`src/acquisition_threshold_regs.vh`:
```
`ifndef ACQUISITION_THRESHOLD_REGS_VH
`define ACQUISITION_THRESHOLD_REGS_VH

// byte addresses of the threshold and status registers
`define ACQ_AMP_HIGH_ADDR   8'h20
`define ACQ_AMP_LOW_ADDR    8'h24
`define ACQ_PHASE_HIGH_ADDR 8'h28
`define ACQ_PHASE_LOW_ADDR  8'h2c
`define CCA_AMP_HIGH_ADDR   8'h30
`define CCA_AMP_LOW_ADDR    8'h34
`define ENERGY_THRESH_ADDR  8'h38
`define STATUS_ADDR         8'h40

// reset values of the threshold registers
`define ACQ_AMP_HIGH_RST    8'h00
`define ACQ_AMP_LOW_RST     8'h00
`define ACQ_PHASE_HIGH_RST  8'h00
`define ACQ_PHASE_LOW_RST   8'h00
`define CCA_AMP_HIGH_RST    8'h00
`define CCA_AMP_LOW_RST     8'h00
`define ENERGY_THRESH_RST   8'h3f

// field layout
`define AMP_HIGH_BITS       7
`define ENERGY_LEVEL_BITS   6
`define STAT_ACQ_AMP_A      0
`define STAT_ACQ_AMP_B      1
`define STAT_PHASE_PASS     2
`define STAT_ACQ_DECLARED   3
`define STAT_CCA_PASS       4
`define STAT_TX_ENABLE      5
`define STAT_RX_ENABLE      6

`endif

```
`src/acquisition_threshold_regs.v`:
```
// Functional notes
// - offset 24h holds acquisition amplitude bits 0-7
// - join bytes into 15-bit amplitude threshold
// - offset 28h holds phase variance bits 8-15
// - phase variance tested on best antenna
// - acquisition needs phase and amplitude tests
// - offset 2Ch holds phase variance bits 0-7
// - offset 30h holds CCA amplitude bits 8-14
// - compare 15-bit CCA threshold at CCA dwell
// - offset 34h holds CCA amplitude bits 0-7
//
// Our own choice: the Wishbone register port.
`timescale 1ns/1ps
`default_nettype none
`include "acquisition_threshold_regs.vh"

module acquisition_threshold_regs (
	// clock and reset
	input  wire        clock_in,
	input  wire        sys_rst_in,
	// wishbone slave
	input  wire        wb_cyc_in,
	input  wire        wb_stb_in,
	input  wire        wb_we_in,
	input  wire [7:0]  wb_adr_in,
	input  wire [3:0]  wb_sel_in,
	input  wire [31:0] wb_dat_in,
	output wire [31:0] wb_dat_out,
	output wire        wb_ack_out,
	// transmit and receive enables
	input  wire        transmit_power_enable_in,
	input  wire        receive_power_enable_in,
	// acquisition amplitude dwell
	input  wire        acq_dwell_strobe_in,
	input  wire        dwell_antenna_in,
	input  wire [14:0] acq_amplitude_quality_in,
	// acquisition phase variance on best antenna
	input  wire        phase_strobe_in,
	input  wire        best_antenna_in,
	input  wire [15:0] phase_variance_quality_in,
	// clear channel assessment dwell
	input  wire        cca_dwell_strobe_in,
	input  wire [14:0] cca_amplitude_quality_in,
	// results
	output wire        acq_amp_pass_out,
	output wire        acq_declare_out,
	output wire        cca_amp_pass_out,
	output wire [5:0]  energy_detect_level_out
);

	// amplitude passes when measured quality reaches threshold
	// shared by the acquisition and cca dwells
	// lower threshold passes more dwells
	function amp_pass;
		input [14:0] quality;
		input [14:0] threshold;
		begin
			amp_pass = (quality >= threshold);
		end
	endfunction

	// phase variance passes when variance stays at or below threshold
	// higher threshold passes noisier carriers
	function phase_pass;
		input [15:0] variance;
		input [15:0] threshold;
		begin
			phase_pass = (variance <= threshold);
		end
	endfunction

	// write data for one byte lane
	// a write with lane 0 off keeps the old byte
	// upper lanes carry nothing in this bank
	function [7:0] lane_byte;
		input [7:0] old_value;
		input       sel0;
		input [7:0] data;
		begin
			if (sel0) begin
				lane_byte = data;
			end else begin
				lane_byte = old_value;
			end
		end
	endfunction

	// threshold registers
	// bit 7 of the amplitude high bytes is stored but unused
	reg  [7:0]  acq_amplitude_threshold_high_reg;
	reg  [7:0]  acq_amplitude_threshold_low_reg;
	reg  [7:0]  acq_phase_threshold_high_reg;
	reg  [7:0]  acq_phase_threshold_low_reg;
	reg  [7:0]  cca_amplitude_threshold_high_reg;
	reg  [7:0]  cca_amplitude_threshold_low_reg;
	reg  [7:0]  energy_detect_threshold_reg;

	// bus state
	reg         ack_reg;
	reg  [31:0] rd_data_reg;
	reg  [31:0] rd_data_next;

	// comparison state
	// index 0 is antenna a, index 1 antenna b
	reg  [1:0]  amp_pass_ant_reg;
	reg         phase_pass_reg;
	reg         acq_declare_reg;
	reg         acq_declared_reg;
	reg         cca_pass_reg;

	// assembled thresholds
	wire [14:0] acq_amp_threshold;
	wire [15:0] acq_phase_threshold;
	wire [14:0] cca_amp_threshold;

	// bus qualifiers and live comparison results
	wire        bus_req;
	wire        bus_write;
	wire        amp_ok_now;
	wire        phase_ok_now;
	wire        best_amp_ok;
	wire        cca_ok_now;

	// thresholds are joined live from the bytes
	// bytes may be written in any order
	// a half-written pair is used as it stands
	// join amplitude bytes
	assign acq_amp_threshold = {acq_amplitude_threshold_high_reg[`AMP_HIGH_BITS-1:0],
		acq_amplitude_threshold_low_reg};
	assign acq_phase_threshold = {acq_phase_threshold_high_reg, acq_phase_threshold_low_reg};
	assign cca_amp_threshold = {cca_amplitude_threshold_high_reg[`AMP_HIGH_BITS-1:0],
		cca_amplitude_threshold_low_reg};

	// one access per request, ack held one cycle
	// blocking on ack_reg keeps a held request from a second take
	// a new request right after the ack cycle is taken with no idle cycle between
	assign bus_req   = wb_cyc_in & wb_stb_in & ~ack_reg;
	assign bus_write = bus_req & wb_we_in;

	// register writes, low byte lane only
	// unmapped writes are acked and dropped
	// writes are not blocked while enables are high
	always @(posedge clock_in or posedge sys_rst_in) begin
		if (sys_rst_in) begin
			acq_amplitude_threshold_high_reg <= `ACQ_AMP_HIGH_RST;
			acq_amplitude_threshold_low_reg  <= `ACQ_AMP_LOW_RST;
			acq_phase_threshold_high_reg     <= `ACQ_PHASE_HIGH_RST;
			acq_phase_threshold_low_reg      <= `ACQ_PHASE_LOW_RST;
			cca_amplitude_threshold_high_reg <= `CCA_AMP_HIGH_RST;
			cca_amplitude_threshold_low_reg  <= `CCA_AMP_LOW_RST;
			energy_detect_threshold_reg      <= `ENERGY_THRESH_RST;
		end else if (bus_write) begin
			if (wb_adr_in == `ACQ_AMP_HIGH_ADDR) begin
				acq_amplitude_threshold_high_reg <= lane_byte(
					acq_amplitude_threshold_high_reg, wb_sel_in[0], wb_dat_in[7:0]);
			end else if (wb_adr_in == `ACQ_AMP_LOW_ADDR) begin
				acq_amplitude_threshold_low_reg <= lane_byte(
					acq_amplitude_threshold_low_reg, wb_sel_in[0], wb_dat_in[7:0]);
			end else if (wb_adr_in == `ACQ_PHASE_HIGH_ADDR) begin
				acq_phase_threshold_high_reg <= lane_byte(
					acq_phase_threshold_high_reg, wb_sel_in[0], wb_dat_in[7:0]);
			end else if (wb_adr_in == `ACQ_PHASE_LOW_ADDR) begin
				acq_phase_threshold_low_reg <= lane_byte(
					acq_phase_threshold_low_reg, wb_sel_in[0], wb_dat_in[7:0]);
			end else if (wb_adr_in == `CCA_AMP_HIGH_ADDR) begin
				cca_amplitude_threshold_high_reg <= lane_byte(
					cca_amplitude_threshold_high_reg, wb_sel_in[0], wb_dat_in[7:0]);
			end else if (wb_adr_in == `CCA_AMP_LOW_ADDR) begin
				cca_amplitude_threshold_low_reg <= lane_byte(
					cca_amplitude_threshold_low_reg, wb_sel_in[0], wb_dat_in[7:0]);
			end else if (wb_adr_in == `ENERGY_THRESH_ADDR) begin
				energy_detect_threshold_reg <= lane_byte(
					energy_detect_threshold_reg, wb_sel_in[0], wb_dat_in[7:0]);
			end
		end
	end

	// read mux, unmapped reads as zero
	// status word is read-only, writes to it are dropped
	// enables are shown as sampled, not stored
	always @* begin
		rd_data_next = 32'h0000_0000;
		if (wb_adr_in == `ACQ_AMP_HIGH_ADDR) begin
			rd_data_next[7:0] = acq_amplitude_threshold_high_reg;
		end else if (wb_adr_in == `ACQ_AMP_LOW_ADDR) begin
			rd_data_next[7:0] = acq_amplitude_threshold_low_reg;
		end else if (wb_adr_in == `ACQ_PHASE_HIGH_ADDR) begin
			rd_data_next[7:0] = acq_phase_threshold_high_reg;
		end else if (wb_adr_in == `ACQ_PHASE_LOW_ADDR) begin
			rd_data_next[7:0] = acq_phase_threshold_low_reg;
		end else if (wb_adr_in == `CCA_AMP_HIGH_ADDR) begin
			rd_data_next[7:0] = cca_amplitude_threshold_high_reg;
		end else if (wb_adr_in == `CCA_AMP_LOW_ADDR) begin
			rd_data_next[7:0] = cca_amplitude_threshold_low_reg;
		end else if (wb_adr_in == `ENERGY_THRESH_ADDR) begin
			rd_data_next[7:0] = energy_detect_threshold_reg;
		end else if (wb_adr_in == `STATUS_ADDR) begin
			rd_data_next[`STAT_ACQ_AMP_A]    = amp_pass_ant_reg[0];
			rd_data_next[`STAT_ACQ_AMP_B]    = amp_pass_ant_reg[1];
			rd_data_next[`STAT_PHASE_PASS]   = phase_pass_reg;
			rd_data_next[`STAT_ACQ_DECLARED] = acq_declared_reg;
			rd_data_next[`STAT_CCA_PASS]     = cca_pass_reg;
			rd_data_next[`STAT_TX_ENABLE]    = transmit_power_enable_in;
			rd_data_next[`STAT_RX_ENABLE]    = receive_power_enable_in;
		end
	end

	// read data is loaded only when a read is taken
	// so it holds between reads for a slow master
	// readback of written values
	always @(posedge clock_in or posedge sys_rst_in) begin
		if (sys_rst_in) begin
			ack_reg     <= 1'b0;
			rd_data_reg <= 32'h0000_0000;
		end else begin
			ack_reg <= bus_req;
			if (bus_req & ~wb_we_in) begin
				rd_data_reg <= rd_data_next;
			end
		end
	end

	assign wb_ack_out = ack_reg;
	assign wb_dat_out = rd_data_reg;

	assign amp_ok_now   = amp_pass(acq_amplitude_quality_in, acq_amp_threshold);
	assign phase_ok_now = phase_pass(phase_variance_quality_in, acq_phase_threshold);
	assign cca_ok_now   = amp_pass(cca_amplitude_quality_in, cca_amp_threshold);
	assign best_amp_ok  = best_antenna_in ? amp_pass_ant_reg[1] : amp_pass_ant_reg[0];

	// acquisition dwell results per antenna
	// receiver off wipes stale dwell results
	// each dwell overwrites only its own antenna
	always @(posedge clock_in or posedge sys_rst_in) begin
		if (sys_rst_in) begin
			amp_pass_ant_reg <= 2'b00;
		end else if (~receive_power_enable_in) begin
			amp_pass_ant_reg <= 2'b00;
		end else if (acq_dwell_strobe_in) begin
			if (dwell_antenna_in) begin
				amp_pass_ant_reg[1] <= amp_ok_now;
			end else begin
				amp_pass_ant_reg[0] <= amp_ok_now;
			end
		end
	end

	// phase test and acquisition decision
	// the amplitude bit used is that of the best antenna
	// declared flag is sticky until receiver off
	// receiver off wins over a strobe in the same cycle
	always @(posedge clock_in or posedge sys_rst_in) begin
		if (sys_rst_in) begin
			phase_pass_reg   <= 1'b0;
			acq_declare_reg  <= 1'b0;
			acq_declared_reg <= 1'b0;
		end else begin
			acq_declare_reg <= 1'b0;
			if (~receive_power_enable_in) begin
				phase_pass_reg   <= 1'b0;
				acq_declared_reg <= 1'b0;
			end else if (phase_strobe_in) begin
				phase_pass_reg <= phase_ok_now;
				if (phase_ok_now & best_amp_ok) begin
					acq_declare_reg  <= 1'b1;
					acq_declared_reg <= 1'b1;
				end
			end
		end
	end

	// clear channel assessment dwell result
	// kept across receiver off, cca runs before receive
	always @(posedge clock_in or posedge sys_rst_in) begin
		if (sys_rst_in) begin
			cca_pass_reg <= 1'b0;
		end else if (cca_dwell_strobe_in) begin
			cca_pass_reg <= cca_ok_now;
		end
	end

	// result outputs
	// amplitude pass follows the best antenna select directly
	// energy level drops the two unused top bits
	assign acq_amp_pass_out        = best_amp_ok;
	assign acq_declare_out         = acq_declare_reg;
	assign cca_amp_pass_out        = cca_pass_reg;
	assign energy_detect_level_out = energy_detect_threshold_reg[`ENERGY_LEVEL_BITS-1:0];

endmodule
`default_nettype wire

```
`config.mk`:
```
export PLATFORM = sky130hd
export DESIGN_NAME = acquisition_threshold_regs
export DESIGN_NICKNAME = d
export VERILOG_FILES = /design/src/acquisition_threshold_regs.v
export VERILOG_INCLUDE_DIRS = /design/src
export SDC_FILE = /design/constraint.sdc
export NUM_CORES = 1
export LEC_CHECK = 0
export ABC_AREA = 1
export BUFFER_PORTS_ARGS = -buffer_cell sky130_fd_sc_hd__buf_2
export CORE_MARGIN = 2
export CORE_UTILIZATION = 57
export DETAILED_ROUTE_END_ITERATION = 10
export GPL_TIMING_DRIVEN = 0
export HOLD_SLACK_MARGIN = 0.02
export PLACE_DENSITY = 0.88
export SYNTH_ARGS = -nofsm -noshare
export SYNTH_HDL_FRONTEND = slang
export SYNTH_SLANG_ARGS = --single-unit
```
`constraint.sdc`:
```
create_clock -name clock_in -period 3.85 [get_ports clock_in]
set_input_delay 0.5775 -clock clock_in [delete_from_list [all_inputs] [get_ports clock_in]]
set_output_delay 0.5775 -clock clock_in [all_outputs]
set_load 0.005 [all_outputs]
```
==> flow_metrics.env, run 1 <==
export IMPL_netlist_top_cells_area="dfrtp_1, ha_1, nand2_1"
export IMPL_post_place_ws_ns=1.807
export IMPL_synthDominantAreaCellType="dfrtp_1"
export IMPL_final_layout_size_suffix_gt1_frac=0.2851
export IMPL_synth_main_ff_cell="dfrtp_1"
export IMPL_grt_pass1_wl_um=20920
export IMPL_synth_async_reset_ratio=1.000
export IMPL_detailroute_via_count=4653
export IMPL_clk_transition_reported_paths_ns=0.09
export IMPL_vdd_drop_max_mv=0.2066
export IMPL_floorplan_initialDensity=0.5794
export IMPL_drcViolationCount=0
export IMPL_wire_per_inst_um=14.74
export IMPL_timing_setup_critical_path_class="reg -> reg"
export IMPL_fraction_of_power_consumed_by_sequential_logic=0.458
export IMPL_layout_worst_path_cycle_share=0.4684
export IMPL_clock_tree_root_cell="clkbuf_8"
export IMPL_first_iter_violations=373
export IMPL_postCtsHoldBufs=0
export IMPL_core_ar_um2=8636
export IMPL_num_nets_final=897
export IMPL_dr_pass1_iters=4
export IMPL_grt_max_degree=72
export IMPL_max_slew_worst_pin_slew_ns=0.8686
export IMPL_pwr_share_comb=0.138
export IMPL_first_global_vias=4472
export IMPL_slew_viol_final=0
export IMPL_number_of_antenna_violations_at_the_first_check_in_global_routing=0
export IMPL_timing_critical_path_required_ns=4.11
export IMPL_global_route_usage_total=0.2726
export IMPL_cp_arrival_ns=2.06
export IMPL_sequential_fraction_of_the_synthesis_area=0.3566
export IMPL_netlist_area_leader_share=0.3251
export IMPL_final_core_util=0.6843
export IMPL_worst_setup_path_end_kind="register"
export IMPL_critPathLaunch="acq_phase_threshold_high_reg[3]$_DFFE_PP0P_"
export IMPL_rsz0062_at_grt="no"
export IMPL_tritoncts_clock_tree="done"
export IMPL_diodes=0
export IMPL_postSynthAreaPerCell_um2=8.031
export IMPL_max_slew_margin=0.4209
export IMPL_timing_final_ws_setup_ns=2.047
export IMPL_fp_dieH_um=97.69
export IMPL_hold_violations=0
export IMPL_io_pins=144
export IMPL_post_cts_setup_buffer_count=0
export IMPL_synth_edff_count=0
export IMPL_synth_seq_cells=71
export IMPL_cts_resized=0
export IMPL_power_per_cell_area_nw_per_um2=282.3
export IMPL_avgViaCountPerCell=5.398
export IMPL_cellLeakagePower_uw=0.003063
export IMPL_post_route_min_period_ns=1.803
export IMPL_flow_area_growth_from_synthesis_pct=18.10
export IMPL_clock_skew_ns=0.01298
export IMPL_critPathLaunchType="register"
export IMPL_fmax_mhz=554.6
export IMPL_number_of_buffers_on_the_longest_clock_path=2
export IMPL_max_cap_violations=0
export IMPL_cts_buffers=9
export IMPL_fin_tns_setup_ns=0
export IMPL_n_fill_cell=688
export IMPL_die_extent_in_x_um=97.69
export IMPL_power_switching_uw=452.7
export IMPL_row_count=34
export IMPL_clock_power_share=0.403
export IMPL_port_buffers=92
export IMPL_ant_nets=0
export IMPL_gp_routability_congestion=0.9659
export IMPL_yosys_warnings=0
export IMPL_netlist_cell_type_count=33
export IMPL_synth_cells=623
export IMPL_outcome="complete, no violations"
export IMPL_dp_hpwl_um=9707
export IMPL_ff_to_ff_start="acq_phase_threshold_high_reg[3]$_DFFE_PP0P_"
export IMPL_hold_class="in -> async"
export IMPL_globalRouteOverflowTotal=0
export IMPL_die_area_um2=9543
export IMPL_internal_power_uw=1216
export IMPL_cts_max_level=3
export IMPL_sw_frac_of_total=0.2713
export IMPL_cts_sinks=71
export IMPL_setup_viol=0
export IMPL_worstSkewPairLatency_ns=0.36
export IMPL_syn_area_um2=5004
export IMPL_wl_um=12700
export IMPL_crit_path_max_fanout=3
[worst paths after layout]
check | end | slack [ns] | cells past startpoint
worst max-delay path | acq_declared_reg$_DFFE_PP0P_ | 2.05 | 9
worst max register to register | acq_declared_reg$_DFFE_PP0P_ | 2.05 | 9
min in group clock_in | phase_pass_reg$_DFFE_PP0P_ | 0.42 | 2
worst min register to register | wb_dat_out[4]$_DFFE_PP0P_ | 0.48 | 2
worst min-delay path | acq_amplitude_threshold_low_reg[0]$_DFFE_PP0P_ | 0.40 | 2
max in group asynchronous | acq_phase_threshold_low_reg[7]$_DFFE_PP0P_ | 2.89 | 2
[placed cells by master (no fill, tap or decap), types with 9 or more instances in the layout]
cell / count
a21oi_1: 38
nand2_1: 142
clkbuf_8: 9
o21ai_2: 26
inv_1: 80
conb_1: 24
o21ai_1: 30
buf_2: 95
nor2_1: 36
dfrtp_1: 65
nand4_1: 12
nand3_1: 45
nand2_2: 9
ha_1: 46
buf_4: 31
o21ai_0: 13
[per-layer routing]
metal	routed length, um	vias up	part of all wire	GRT usage
li1	-	2246	-	-
met1	5085	2130	0.40	0.3439
met2	6326	243	0.50	0.4780
met3	968	34	0.076	0.03957
met4	322	0	0.025	0.09509
met5	0	-	0	0
[worst max-delay path, cell delays in order, from the launching register on]
cell     delay, ns
dfrtp_1       0.39
inv_1         0.07
ha_1          0.29
nand2_1       0.07
nor4_1        0.47
nand2_1       0.11
nand2_1       0.08
nand2_1       0.08
nand3_1       0.10
nand2_1       0.05
[power by group through the flow]
stage / Clock, uW / Combinational (uW) / Sequential (uW)
global placement: 0 / 216 / 779
floorplan: 0 / 141 / 777
CTS: 672 / 230 / 765
finish: 673 / 231 / 765
global route: 696 / 261 / 766
detailed placement: 0 / 228 / 779
[cells by family (layout without fill, tap and decap cells)]
kind of cell | count (synthesis) | after routing | share of synthesized area
adders and majority gates | 46 | 46 | 0.1150
DFF | 71 | 71 | 0.3566
buffers and inverters | 126 | 234 | 0.1295
and+or+nand+nor | 269 | 269 | 0.2671
AOI/OAI and AO/OA | 110 | 110 | 0.1310
other | 1 | 24 | 0.0007495
[synthesized netlist by cell type, types with 12 or more instances]
library cell and instances:
dfrtp_1 65, nand2_1 142, o21ai_1 30, o21ai_2 26, nand4_1 12, o21ai_0 13, a21oi_1 38, nor2_1 36
nand3_1 45, ha_1 46, inv_1 81, buf_4 31
[metrics by stage]
stage / cells / hold WS [ns] / instance area (um^2) / total power [uW]
after floorplan: 646 / 0.4450 / 5090 / 918.7
after global routing: 862 / 0.4515 / 5909 / 1723
after global placement: 846 / 0.4620 / 5685 / 995.2
final: 862 / 0.4001 / 5909 / 1668
after detailed placement: 846 / 0.4605 / 5688 / 1007
after CTS: 862 / 0.4108 / 5909 / 1667
[layout make-up]
| cell class | instances | area (um^2) | share of cell area |
|---|---|---|---|
| Multi-Input combinational cell | 449 | 2658 | 0.4497 |
| Sequential cell | 71 | 1784 | 0.3019 |
| Timing Repair Buffer | 92 | 460.4 | 0.07792 |
| Inverter | 86 | 330.3 | 0.05590 |
| Buffer | 40 | 320.3 | 0.05420 |
| Tap cell | 108 | 135.1 | 0.02287 |
| Clock buffer | 9 | 123.9 | 0.02096 |
| Clock inverter | 7 | 97.59 | 0.01651 |
Note: power is estimated with default switching activity, not from simulation.
==> run 2: changes to the inputs <==
--- a/config.mk
+++ b/config.mk
@@ -9,11 +9,11 @@
 export ABC_AREA = 1
 export BUFFER_PORTS_ARGS = -buffer_cell sky130_fd_sc_hd__buf_2
 export CORE_MARGIN = 2
-export CORE_UTILIZATION = 57
+export CORE_UTILIZATION = 53
 export DETAILED_ROUTE_END_ITERATION = 10
 export GPL_TIMING_DRIVEN = 0
 export HOLD_SLACK_MARGIN = 0.02
-export PLACE_DENSITY = 0.88
+export PLACE_DENSITY = 0.82
 export SYNTH_ARGS = -nofsm -noshare
 export SYNTH_HDL_FRONTEND = slang
 export SYNTH_SLANG_ARGS = --single-unit
==> constraint.sdc (replaced) <==
create_clock -name clock_in -period 1.67 [get_ports clock_in]
set_input_delay 0.2505 -clock clock_in [delete_from_list [all_inputs] [get_ports clock_in]]
set_output_delay 0.2505 -clock clock_in [all_outputs]
set_load 0.005 [all_outputs]
==> run 2 against run 1 <==
Power grew 110%; final cell count grew 0.93%; via count shrank 0.13%; combinational power grew 140%.
==> flow_metrics.env, run 2 (same netlist as run 1, synthesis figures left out) <==
export IMPL_dp_hpwl_um=10200
export IMPL_detailroute_via_count=4647
export IMPL_die_extent_in_x_um=101.2
export IMPL_wire_per_inst_um=15.10
export IMPL_crit_path_max_incr_delay_ns=0.35
export IMPL_power_per_cell_area_nw_per_um2=598.2
export IMPL_hold_violations=0
export IMPL_wl_um=13140
export IMPL_crit_chain="inv_1 > ha_1 > a21oi_1 > o21ai_0 > a21oi_1 > nand3_2 > nor2_1 > nor2_1"
export IMPL_flow_area_growth_from_synthesis_pct=18.83
export IMPL_cts_max_level=3
export IMPL_clock_skew_ns=0.01162
export IMPL_grt_pass1_wl_um=20640
export IMPL_cellLeakagePower_uw=0.003070
export IMPL_diodes=0
export IMPL_ff_to_ff_start="acq_amplitude_threshold_high_reg[2]$_DFFE_PP0P_"
export IMPL_sw_frac_of_total=0.2955
export IMPL_drcViolationCount=0
export IMPL_cts_buffers=9
export IMPL_floorplan_initialDensity=0.5441
export IMPL_clock_tree_root_cell="clkbuf_8"
export IMPL_max_slew_margin=0.5116
export IMPL_first_iter_violations=280
export IMPL_gp_routability_congestion=0.8767
export IMPL_fmax_mhz=621.4
export IMPL_max_cap_violations=0
export IMPL_dr_pass1_iters=5
export IMPL_layout_worst_path_cycle_share=0.9636
export IMPL_internal_power_uw=2506
export IMPL_final_layout_size_suffix_gt1_frac=0.2964
export IMPL_critPathLaunchType="register"
export IMPL_row_count=35
export IMPL_worstSkewPairLatency_ns=0.36
export IMPL_timing_critical_path_required_ns=1.93
export IMPL_global_route_usage_total=0.2603
export IMPL_fp_dieH_um=101.2
export IMPL_critPathTopFamily="compound AO/OA/AOI/OAI gates"
export IMPL_post_place_ws_ns=-0.1616
export IMPL_post_route_min_period_ns=1.609
export IMPL_cp_arrival_ns=1.87
export IMPL_first_global_vias=4432
export IMPL_die_area_um2=10230
export IMPL_clk_transition_reported_paths_ns=0.08
export IMPL_clock_power_share=0.350
export IMPL_power_switching_uw=1051
export IMPL_setup_viol=0
export IMPL_number_of_buffers_on_the_longest_clock_path=2
export IMPL_number_of_antenna_violations_at_the_first_check_in_global_routing=0
export IMPL_io_pins=144
export IMPL_port_buffers=92
export IMPL_pwr_share_comb=0.154
export IMPL_crit_slowest_cell="dfrtp_1"
export IMPL_vdd_drop_max_mv=0.3479
export IMPL_hold_worst_slack_ns=0.004743
export IMPL_timing_final_ws_setup_ns=0.06077
export IMPL_tritoncts_clock_tree="done"
export IMPL_cts_sinks=71
export IMPL_avgViaCountPerCell=5.341
export IMPL_worst_setup_path_end_kind="register"
export IMPL_grt_max_degree=40
export IMPL_postCtsHoldBufs=0
export IMPL_max_slew_worst_pin_slew_ns=0.7310
export IMPL_globalRouteOverflowTotal=0
export IMPL_critPathLaunch="acq_amplitude_threshold_high_reg[2]$_DFFE_PP0P_"
export IMPL_fraction_of_power_consumed_by_sequential_logic=0.496
export IMPL_crit_path_max_fanout=3
export IMPL_hold_class="in -> async"
export IMPL_core_ar_um2=9196
export IMPL_outcome="complete, no violations"
export IMPL_rsz0062_at_grt="yes"
export IMPL_num_nets_final=902
export IMPL_layout_commonest_cell="nand2_1"
export IMPL_most_common_layout_cells="nand2_1, buf_2, inv_1"
export IMPL_ant_nets=0
export IMPL_slew_viol_final=0
export IMPL_cp_buffers_inverters=1
export IMPL_timing_setup_critical_path_class="reg -> reg"
-- run 2: changes by cell type in the layout (fill, tap and decap cells not counted), moves of 2 or more --
| cell | change |
|---|---|
| nand3_2 | +2 |
| bufinv_16 | -2 |
| nand3_1 | -2 |
| clkinv_4 | -2 |
| buf_4 | +4 |
| clkinvlp_4 | +3 |
-- run 2: cell type report --
| type | instances | area (um^2) |
|---|---|---|
| inverters | 86 | 331.6 |
| clock buffers | 9 | 123.9 |
| multi-input cells | 449 | 2688 |
| fillers | 782 | 3251 |
| flip-flops and latches | 71 | 1784 |
| plain buffers | 40 | 320.3 |
| repair buffers | 97 | 510.5 |
| well taps | 111 | 138.9 |
| clock inverters | 7 | 48.80 |
-- run 2: through the flow --
step	cells	cell area, um^2	setup TNS (ns)	total power (uW)	util
after floorplan	646	5094	0	2119	-
after global placement	849	5693	-0.3013	2296	0.6190
after detailed placement	850	5713	-0.4834	2333	0.6212
after CTS	866	5901	0	3533	0.6416
after global routing	870	5946	-0.07008	3702	0.6465
final	870	5946	0	3557	0.6465
-- run 2: routing by layer --
| layer | share of wire | wire length [um] | up-vias | GRT usage |
|---|---|---|---|---|
| li1 | - | - | 2240 | - |
| met5 | 0 | 0 | - | 0 |
| met2 | 0.51 | 6689 | 214 | 0.4758 |
| met3 | 0.064 | 835 | 37 | 0.03727 |
| met4 | 0.032 | 415 | 0 | 0.1060 |
| met1 | 0.40 | 5197 | 2156 | 0.3060 |
-- run 2: repair_timing --
action | 4_1_cts | 5_1_grt
pin swaps | 0 | 2
endpoints found under the setup margin | 3 | 12
resized for setup | 2 | 5
setup buffers | 0 | 4
-- run 2: final timing paths --
| path | to | slack, ns | cells after the start |
|---|---|---|---|
| min in group clock_in | phase_pass_reg$_DFFE_PP0P_ | 0.09 | 2 |
| max reg2reg | amp_pass_ant_reg[1]$_DFFE_PP0P_ | 0.06 | 8 |
| min reg2reg | wb_ack_out$_DFF_PP0_ | 0.49 | 1 |
| max | amp_pass_ant_reg[1]$_DFFE_PP0P_ | 0.06 | 8 |
| max in group asynchronous | energy_detect_threshold_reg[5]$_DFFE_PP1P_ | 0.97 | 3 |
| min | acq_amplitude_threshold_high_reg[3]$_DFFE_PP0P_ | 0.005 | 2 |
-- run 2: power by group through the flow --
stage / Sequential (uW) / Combinational, uW / Clock (uW)
floorplan: 1790 / 327 / 0
global placement: 1800 / 501 / 0
detailed placement: 1800 / 537 / 0
CTS: 1760 / 545 / 1230
global route: 1760 / 617 / 1320
finish: 1760 / 549 / 1250
